[config.mk]
export PLATFORM = sky130hd
export DESIGN_NAME = cil_decoder
export DESIGN_NICKNAME = d
export VERILOG_FILES = /design/src/include/cil_pkg.sv /design/src/hdl/cil_decoder.sv
export VERILOG_INCLUDE_DIRS = /design/src /design/src/include
export SDC_FILE = /design/constraint.sdc
export NUM_CORES = 1
export LEC_CHECK = 0
export ABC_AREA = 1
export BUFFER_PORTS_ARGS = -buffer_cell sky130_fd_sc_hd__clkbuf_2
export CAP_MARGIN = 40
export CORE_ASPECT_RATIO = 1.1
export CORE_MARGIN = 10
export CORE_UTILIZATION = 50
export CTS_BUF_LIST = sky130_fd_sc_hd__clkbuf_8
export CTS_CLUSTER_DIAMETER = 30
export DETAILED_ROUTE_END_ITERATION = 16
export PLACE_DENSITY = 0.75
export SLEW_MARGIN = 20
export SYNTH_ARGS = -nofsm -noshare
export SYNTH_HDL_FRONTEND = slang
export SYNTH_SLANG_ARGS = --single-unit
[constraint.sdc]
create_clock -name sys_clk -period 2.06 [get_ports sys_clk]
set_input_delay 0.412 -clock sys_clk [delete_from_list [all_inputs] [get_ports sys_clk]]
set_output_delay 0.412 -clock sys_clk [all_outputs]
set_load 0.05 [all_outputs]
[src/include/cil_defs.svh]
// Opcode constants and timing figures for the instruction length and cycle decoder
`ifndef CIL_DEFS_SVH
`define CIL_DEFS_SVH
`define CIL_OP_DIV      8'h84
`define CIL_OP_MUL      8'hA4
`define CIL_OP_XMOVE_PTR_RD 8'hE0
`define CIL_OP_XMOVE_PTR_WR 8'hF0
`define CIL_MULDIV_CYC  4'h9
`define CIL_XRAM_TOP    16'h00FF
`define CIL_RST_BYTES   2'h1
`define CIL_RST_CYCLES  4'h1
`endif

[src/include/cil_pkg.sv]
// Types shared by the instruction length and cycle decoder
package cil_pkg;
    // Sequencer states, one-hot
    typedef enum logic [1:0] {
        CIL_IDLE = 2'b01,
        CIL_EXEC = 2'b10
    } cil_state_type;

    // Decoded length and duration of one opcode
    typedef struct packed {
        logic [1:0] bytes;
        logic [3:0] cycles;
    } cil_info_type;

    // Whole register state of the decoder
    typedef struct packed {
        cil_state_type state;
        logic [3:0]    remain;
        logic [1:0]    bytes;
        logic [3:0]    cycles;
        logic          busy;
        logic          fetch_next;
        logic          read_latch;
        logic          xram_sel;
        logic [7:0]    xram_addr;
        logic          xram_wrap;
        logic [7:0]    acc_out;
        logic [7:0]    b_out;
        logic          excess;
        logic          muldiv_done;
    } cil_regs_type;
endpackage

[src/hdl/cil_decoder.sv]
// Instruction length and cycle decoder with fetch sequencer for the core
// How it works
// - Most instructions one or two cycles, 4 MIPS
// - Register arithmetic and logic: one byte, one cycle
// - Indirect arithmetic and logic: one byte, two cycles
// - Direct or immediate accumulator ops: two bytes, two
// - Immediate logic into direct byte: three, three
// - Data pointer increment three; direct increment two
// - Accumulator clear, complement, swap, rotate: one, one
// - Indirect moves two cycles; register-accumulator moves one
// - Direct-direct and immediate-direct moves: three, three
// - Data pointer immediate load: three bytes, three
// - Code byte load: one byte, four cycles
// - Extended data moves: one byte, four cycles
// - Push and pop: two bytes, two cycles
// - Indirect exchanges two cycles; register exchange one
// - Carry ops one/one; direct bit ops two/two
// - Indirect table jump: one byte, three cycles
// - Absolute, short, carry, zero jumps: two, three
// - Bit jumps and long jump/call: three, four
// - Compare-branch-unequal forms: three bytes, four cycles
// - Decrement-branch: register two/three, direct three/four
// - Port read-modify-write reads output latch
// - Multiply: low byte accumulator, high byte second
// - Divide by zero sets excess flag
// - Extended moves reach only 256-byte on-chip RAM
`timescale 1ns/1ps
`include "cil_defs.svh"

module cil_decoder (
    input  wire logic        sys_clk,
    input  wire logic        sys_rst,
    input  wire logic        op_valid,
    input  wire logic [7:0]  opcode,
    input  wire logic [7:0]  acc_in,
    input  wire logic [7:0]  b_in,
    input  wire logic [7:0]  ri_in,
    input  wire logic [15:0] data_pointer,
    output logic             busy,
    output logic [1:0]       instr_bytes,
    output logic [3:0]       instr_cycles,
    output logic             fetch_next,
    output logic             read_latch,
    output logic             xram_sel,
    output logic [7:0]       xram_addr,
    output logic             xram_wrap,
    output logic [7:0]       acc_out,
    output logic [7:0]       b_out,
    output logic             arith_excess_flag,
    output logic             muldiv_done
);

    // Builds one table entry
    function automatic cil_pkg::cil_info_type mk(input logic [1:0] b, input logic [3:0] c);
        cil_pkg::cil_info_type r;
        r.bytes  = b;
        r.cycles = c;
        return r;
    endfunction

    // Length and cycle table, indexed by opcode columns
    // The low nibble picks the operand column and the high nibble the operation
    // Reserved and unlisted codes fall back to one byte and one cycle
    function automatic cil_pkg::cil_info_type decode(input logic [7:0] op);
        cil_pkg::cil_info_type r;  // Entry being built
        logic [3:0]            hi; // Operation row
        logic [3:0]            lo; // Operand column
        hi = op[7:4];
        lo = op[3:0];
        r  = mk(2'h1, 4'h1);
        if (lo >= 4'h8) begin
            // Working register column
            unique case (hi)
                // Immediate into register, moves between register and direct byte
                4'h7, 4'h8, 4'hA: r = mk(2'h2, 4'h2);
                // Compare register with immediate, branch
                4'hB:             r = mk(2'h3, 4'h4);
                // Decrement register, branch
                4'hD:             r = mk(2'h2, 4'h3);
                // Exchange and moves between register and accumulator
                4'hC, 4'hE, 4'hF: r = mk(2'h1, 4'h1);
                // Register arithmetic, logic, increment, decrement
                default:          r = mk(2'h1, 4'h1);
            endcase
        end else if (lo >= 4'h6) begin
            // Indirect pointer column
            unique case (hi)
                // Immediate into indirect, moves between indirect and direct byte
                4'h7, 4'h8, 4'hA: r = mk(2'h2, 4'h2);
                // Compare indirect with immediate, branch
                4'hB:             r = mk(2'h3, 4'h4);
                // Whole and nibble exchange with indirect memory
                4'hC, 4'hD:       r = mk(2'h1, 4'h2);
                // Moves between accumulator and indirect memory
                4'hE, 4'hF:       r = mk(2'h1, 4'h2);
                // Indirect arithmetic, logic, increment, decrement
                default:          r = mk(2'h1, 4'h2);
            endcase
        end else begin
            unique case (lo)
                // Bit jumps, pointer load, carry bit ops, stack, pointer moves
                4'h0: begin
                    unique case (hi)
                        // No operation
                        4'h0:             r = mk(2'h1, 4'h1);
                        // Jumps on a direct bit, with or without clearing it
                        4'h1, 4'h2, 4'h3: r = mk(2'h3, 4'h4);
                        // Sixteen-bit data pointer load
                        4'h9:             r = mk(2'h3, 4'h3);
                        // Inverted bit into carry
                        4'hA, 4'hB:       r = mk(2'h2, 4'h2);
                        // Push and pop
                        4'hC, 4'hD:       r = mk(2'h2, 4'h2);
                        // Extended moves through the data pointer
                        4'hE, 4'hF:       r = mk(2'h1, 4'h4);
                        // Carry, zero and short relative jumps
                        default:          r = mk(2'h2, 4'h3);
                    endcase
                end
                // Absolute calls and jumps
                4'h1: r = mk(2'h2, 4'h3);
                // Long transfers, returns, accumulator into direct, bit ops
                4'h2: begin
                    unique case (hi)
                        // Long jump and long call
                        4'h0, 4'h1:       r = mk(2'h3, 4'h4);
                        // Returns
                        4'h2, 4'h3:       r = mk(2'h1, 4'h4);
                        // Accumulator logic into a direct byte
                        4'h4, 4'h5, 4'h6: r = mk(2'h2, 4'h2);
                        // Extended moves through the first register pointer
                        4'hE, 4'hF:       r = mk(2'h1, 4'h4);
                        // Direct bit operations
                        default:          r = mk(2'h2, 4'h2);
                    endcase
                end
                // Rotates, immediate into direct, table jump and loads, carry ops
                4'h3: begin
                    unique case (hi)
                        // Immediate logic into a direct byte
                        4'h4, 4'h5, 4'h6: r = mk(2'h3, 4'h3);
                        // Indirect table jump
                        4'h7:             r = mk(2'h1, 4'h3);
                        // Code byte loads
                        4'h8, 4'h9:       r = mk(2'h1, 4'h4);
                        // Data pointer increment
                        4'hA:             r = mk(2'h1, 4'h3);
                        // Extended moves through the second register pointer
                        4'hE, 4'hF:       r = mk(2'h1, 4'h4);
                        // Rotates and carry-only operations
                        default:          r = mk(2'h1, 4'h1);
                    endcase
                end
                // Accumulator-only and immediate accumulator column
                4'h4: begin
                    unique case (hi)
                        // Increment, decrement, swap, clear, complement
                        4'h0, 4'h1, 4'hC, 4'hE, 4'hF: r = mk(2'h1, 4'h1);
                        // Multiply and divide, the long fixed sequences
                        4'h8, 4'hA:       r = mk(2'h1, `CIL_MULDIV_CYC);
                        // Compare accumulator with immediate, branch
                        4'hB:             r = mk(2'h3, 4'h4);
                        // Decimal adjust
                        4'hD:             r = mk(2'h1, 4'h2);
                        // Immediate operand into the accumulator
                        default:          r = mk(2'h2, 4'h2);
                    endcase
                end
                default: begin
                    // Direct byte column
                    unique case (hi)
                        // Direct increment and decrement
                        4'h0, 4'h1:       r = mk(2'h2, 4'h2);
                        // Immediate into direct, direct to direct
                        4'h7, 4'h8:       r = mk(2'h3, 4'h3);
                        // Reserved code, run as a one-cycle no-op
                        4'hA:             r = mk(2'h1, 4'h1);
                        // Compare accumulator with direct, branch
                        4'hB:             r = mk(2'h3, 4'h4);
                        // Decrement direct byte, branch
                        4'hD:             r = mk(2'h3, 4'h4);
                        // Direct operand with the accumulator
                        default:          r = mk(2'h2, 4'h2);
                    endcase
                end
            endcase
        end
        return r;
    endfunction

    // Opcodes whose destination byte or bit is read back from the latch
    // Reading the pin instead could see a loaded output at the wrong level
    // Flagged per opcode; whether the target is a port is the caller's check
    function automatic logic is_rmw(input logic [7:0] op);
        unique case (op)
            8'h10, 8'h05, 8'h15, 8'hD5, 8'h42, 8'h43, 8'h52, 8'h53,
            8'h62, 8'h63, 8'h92, 8'hB2, 8'hC2, 8'hD2: is_rmw = 1'b1;
            default:                                  is_rmw = 1'b0;
        endcase
    endfunction

    cil_pkg::cil_regs_type s_q;     // Registered state
    cil_pkg::cil_regs_type s_d;     // Next state
    cil_pkg::cil_info_type info;    // Decoded current opcode
    logic [15:0]           product; // Full multiply result
    logic                  take;    // Opcode accepted this cycle

    // Next-state logic
    // Side outputs are captured at acceptance, so the core may use them early
    always_comb begin
        info       = decode(opcode);
        // Both factors widened so the full product survives
        product    = {8'h00, acc_in} * {8'h00, b_in};
        take       = op_valid && (s_q.state == cil_pkg::CIL_IDLE);
        s_d        = s_q;
        s_d.fetch_next  = 1'b0;
        s_d.muldiv_done = 1'b0;
        unique case (s_q.state)
            cil_pkg::CIL_IDLE: begin
                // Requests while busy are never seen here; they are dropped, not queued
                if (take) begin
                    s_d.bytes      = info.bytes;
                    s_d.cycles     = info.cycles;
                    s_d.read_latch = is_rmw(opcode);
                    s_d.xram_sel   = (opcode[7:5] == 3'b111) && (opcode[3:2] == 2'b00)
                                     && (opcode[1] ^ ~opcode[0] ? 1'b1 : opcode[1]);
                    // Only the low byte of the pointer is used; high byte flagged
                    if (opcode == `CIL_OP_XMOVE_PTR_RD || opcode == `CIL_OP_XMOVE_PTR_WR) begin
                        s_d.xram_addr = data_pointer[7:0];
                        s_d.xram_wrap = (data_pointer > `CIL_XRAM_TOP);
                    end else begin
                        s_d.xram_addr = ri_in;
                        s_d.xram_wrap = 1'b0;
                    end
                    if (opcode == `CIL_OP_MUL) begin
                        s_d.acc_out = product[7:0];
                        s_d.b_out   = product[15:8];
                        s_d.excess  = (product[15:8] != 8'h00);
                    end else if (opcode == `CIL_OP_DIV) begin
                        // Zero divisor gives quotient FF and the dividend as remainder
                        s_d.excess  = (b_in == 8'h00);
                        s_d.acc_out = (b_in == 8'h00) ? 8'hFF : acc_in / b_in;
                        s_d.b_out   = (b_in == 8'h00) ? acc_in : acc_in % b_in;
                    end
                    // One-cycle opcodes keep the core at full rate
                    if (info.cycles == 4'h1) begin
                        s_d.fetch_next = 1'b1;
                        s_d.busy       = 1'b0;
                    end else begin
                        s_d.state  = cil_pkg::CIL_EXEC;
                        // Cycle 1 follows at once; count the rest down to zero
                        s_d.remain = info.cycles - 4'h2;
                        s_d.busy   = 1'b1;
                    end
                end
            end
            cil_pkg::CIL_EXEC: begin
                // Count down the remaining cycles of the instruction
                if (s_q.remain == 4'h0) begin
                    // Last cycle: hand the fetch back in the very next one
                    s_d.state      = cil_pkg::CIL_IDLE;
                    s_d.busy       = 1'b0;
                    s_d.fetch_next = 1'b1;
                    s_d.muldiv_done = (s_q.cycles == `CIL_MULDIV_CYC);
                end else begin
                    s_d.remain = s_q.remain - 4'h1;
                end
            end
            default: begin
                // Illegal code recovers to idle
                s_d.state = cil_pkg::CIL_IDLE;
                s_d.busy  = 1'b0;
            end
        endcase
    end

    // State register
    always_ff @(posedge sys_clk or posedge sys_rst) begin
        if (sys_rst) begin
            // Idle entry reads as a one-byte, one-cycle opcode
            s_q        <= '0;
            s_q.state  <= cil_pkg::CIL_IDLE;
            s_q.bytes  <= `CIL_RST_BYTES;
            s_q.cycles <= `CIL_RST_CYCLES;
        end else begin
            s_q <= s_d;
        end
    end

    // Outputs straight from flops
    assign busy              = s_q.busy;
    assign instr_bytes       = s_q.bytes;
    assign instr_cycles      = s_q.cycles;
    assign fetch_next        = s_q.fetch_next;
    assign read_latch        = s_q.read_latch;
    assign xram_sel          = s_q.xram_sel;
    assign xram_addr         = s_q.xram_addr;
    assign xram_wrap         = s_q.xram_wrap;
    assign acc_out           = s_q.acc_out;
    assign b_out             = s_q.b_out;
    assign arith_excess_flag = s_q.excess;
    assign muldiv_done       = s_q.muldiv_done;

endmodule // cil_decoder

==> run metrics <==
Post-DRT Antenna Nets 0; input/output buffers between 80 and 90; H-tree depth 2; Inst Count DP about 1500; Max stage delay on crit path 0.38 ns; Yosys cell types 50; R2R Path End acc_out[4]; setup_tns -85.40 ns; cell mode on critical path nand2_1; net load switching power ~0.0049 W; most frequent cells in the layout 252 x buf_4, 188 x nand2_1, 142 x inv_1; initial core utilization 0.5158; fraction of power spent switching nets 0.5069; dominant cell type by area after synthesis ha_1; R2R setup slack between 0.1 and 0.15 ns; Overall Power around 0.0097 W; vias in the first global route between 8000 and 9000; Tot GR Track Use 0.2490; via count between 9000 and 10000; Tcrit/Tclk final 4.453; Leak Pwr 6.018 nW; max-cap viol count 0; met2 usage 0.4304; Sequential Area 1080 µm²; core area between 10000 and 15000 µm²; commonest non-fill, non-tap cell in the layout buf_4; initial antenna violation count 0; CP Capture Type flip-flop; Final setup viols 17; share of cells above drive strength 1 0.4953; Avg Inst Size Synth 6.775 µm²; Clk network pwr share 0.054; Crit Path Max Fanout 7; DR iter-0 viols between 800 and 900; Hold Vio Cnt, Final 0; Via density between 5 and 6; grt peak-use layer met2; final WL 30.82 mm; Final nets ~1600; Congestion Overflow GR 0; FP Rows 45; HP Class primary input to flip-flop; Syn Nets 1237; Reg clk slew, reported paths 0.08 ns; RSZ-0062 raised after global routing yes; post-synthesis sequential area ratio 0.1499; die area between 15000 and 20000 µm²; worst hold path startpoint data_pointer[7]; met3 GRT Util 0.04103; r2r startpoint s_q[41]; clk_lat worst skew about 0.30 ns; routability cong. between 0.9 and 1; critical path's slowest cell xor2_1; DRC 0; CTS sink cnt 43; proportion of power drawn by flip-flops and latches 0.127; Worst Max-Slew Pin Slew 0.7411 ns; Gate power share 0.820; met1 Track Usage GR 0.2863; HPWL Detailed approximately 19 mm; Post-synth EDFFs 0; Hold EP xram_addr[7]; largest net degree at the start of global routing 24; Die Span Y roughly 150 µm; largest cells by area after synthesis ha_1 15%, dfrtp_1 14%, nand2_1 14%, fa_1 10%, inv_1 9.0%; Final Max Tran Viols 0; async set-reset flop share out of synthesis 1.000; Final Critical Period between 9 and 10 ns; failing checks setup timing; Worst Path Arrival between 9 and 10 ns; Seq cells post-synth between 40 and 50; worst endpoint required time 2.31 ns; number of synthesis warnings 0; DRT Pass-1 Iters 7; WL/cell around 20 µm; maximum vdd drop 0.0005802 V; ANT cells 0; Fill cells ~800; Max-slew headroom 0.5017; CTS tree done; CTS buffer count 5; area of the multi-input gates around 6500 µm²; final non-filler cell total about 1600; critical path class primary input to flip-flop; Bufs on Longest Clock Path 2; Critical Path Start Type primary input; P_int approximately 0.0048 W; status finished, violations left; Area growth syn-to-layout 59.19%; root buffer cell clkbuf_8; R2R depth 8; Synth Flop Type dfrtp_1; Fin Clk Skew 0.01298 ns; PwrDens between 800 and 900 nW/µm²; first-pass GRT wire length a little over 40 mm; cell area after synthesis 7202 µm²; Die X 134.4 µm; top cell type's share of synthesized area 0.1494; final setup margin -7.112 ns; IO Count 88; Syn Inst Count roughly 1100; Max Freq approximately 110 MHz; WHS Path Cells 3
==> registers in the layout, indices dropped and copies added, names as in the netlist, 2 cells and up <==
register,flops
s_q,6
xram_addr,8
instr_bytes,2
instr_cycles,4
b_out,8
acc_out,8
==> metal layers <==
layer  vias up  wire, µm
met5         -         0
met4         0      2453
met3       252      2745
met2       645     14910
met1      4215     10710
li1       4024         -
==> area by class of cell <==
class	count	area share
Timing Repair inverter	1	0.0005457
Sequential cell	43	0.09418
Clock buffer	5	0.006002
Inverter	192	0.06570
Clock inverter	3	0.001419
Tap cell	188	0.02052
Multi-Input combinational cell	769	0.5629
Timing Repair Buffer	378	0.2487
==> kinds of logic (layout without fill, tap and decap cells) <==
logic type / count (synthesis) / count (layout) / share of synthesized area
AOI/OAI and AO/OA: 176 / 176 / 0.1381
xor gates and xnor gates: 30 / 30 / 0.03648
adders and majority gates: 123 / 123 / 0.2523
buffers and inverters: 251 / 579 / 0.1501
DFF: 43 / 43 / 0.1499
and+or+nand+nor: 440 / 440 / 0.2731
==> how the worst max path moves through the flow <==
| stage | end | slack (ns) | cells past startpoint | from |
|---|---|---|---|---|
| after floorplan | b_out[5] | -6.26 | 64 | b_in[0] |
| after global placement | b_out[4] | -6.65 | 64 | b_in[0] |
| after detailed placement | b_out[4] | -6.93 | 66 | b_in[0] |
| after CTS | b_out[4] | -6.24 | 67 | b_in[0] |
| after global routing | b_out[6] | -7.46 | 66 | b_in[0] |
| final | b_out[2] | -7.11 | 64 | b_in[0] |
==> cells in the mapped netlist, types with 3 or more instances <==
cell        n
buf_2       9
nor2_2      6
o21a_1      7
nor2_1     52
inv_2      19
fa_1       37
nand3_2     7
nor2_4      6
o21ai_1    16
nor4_1     11
inv_1     172
buf_4      32
dfstp_2     3
o21ai_0    66
nand2_1   264
dfrtp_1    40
ha_1       86
o211ai_1    7
nor3_1      7
and2_1      7
nand3_1    54
xor2_1     23
xnor2_1     7
nand4_1     8
a31oi_1     7
or2_2       9
clkbuf_1   17
o21bai_1    4
a21oi_1    52
==> metrics by stage <==
stage / worst slack, ns / cell area (µm²) / hold slack, ns / utilization
after floorplan: -6.260 / 7841 / 0.4321 / -
after global placement: -6.649 / 9749 / 0.4631 / 0.6982
after detailed placement: -6.932 / 9749 / 0.4695 / 0.6982
after CTS: -6.242 / 10620 / 0.1438 / 0.7606
after global routing: -7.460 / 11460 / 0.4372 / 0.8211
final: -7.112 / 11460 / 0.4240 / 0.8211
==> what timing repair did <==
item	in CTS	in global routing
resized for setup	112	156
pin swaps	102	78
setup buffers	37	28
cloned	1	0
endpoints found under the setup margin	18	23
hold buffers	0	1
endpoints found under the hold margin	0	1
==> worst max-delay path, delay by kind of cell <==
kind | cells | cell delay (ns)
and+or+nand+nor | 31 | 3.40
AOI/OAI and AO/OA | 13 | 2.11
adders and majority gates | 8 | 1.97
buffers and inverters | 10 | 0.96
xor gates and xnor gates | 2 | 0.57
==> power by group through the flow <==
stage / clock, W / combinational [W] / sequential (W)
after floorplan: 0 / 0.00416 / 0.00127
after global placement: 0 / 0.00602 / 0.00123
after detailed placement: 0 / 0.00614 / 0.00124
after CTS: 0.000525 / 0.00675 / 0.00122
after global routing: 0.000553 / 0.00840 / 0.00125
final: 0.000520 / 0.00793 / 0.00123
Power figures use the tool's default switching activity.
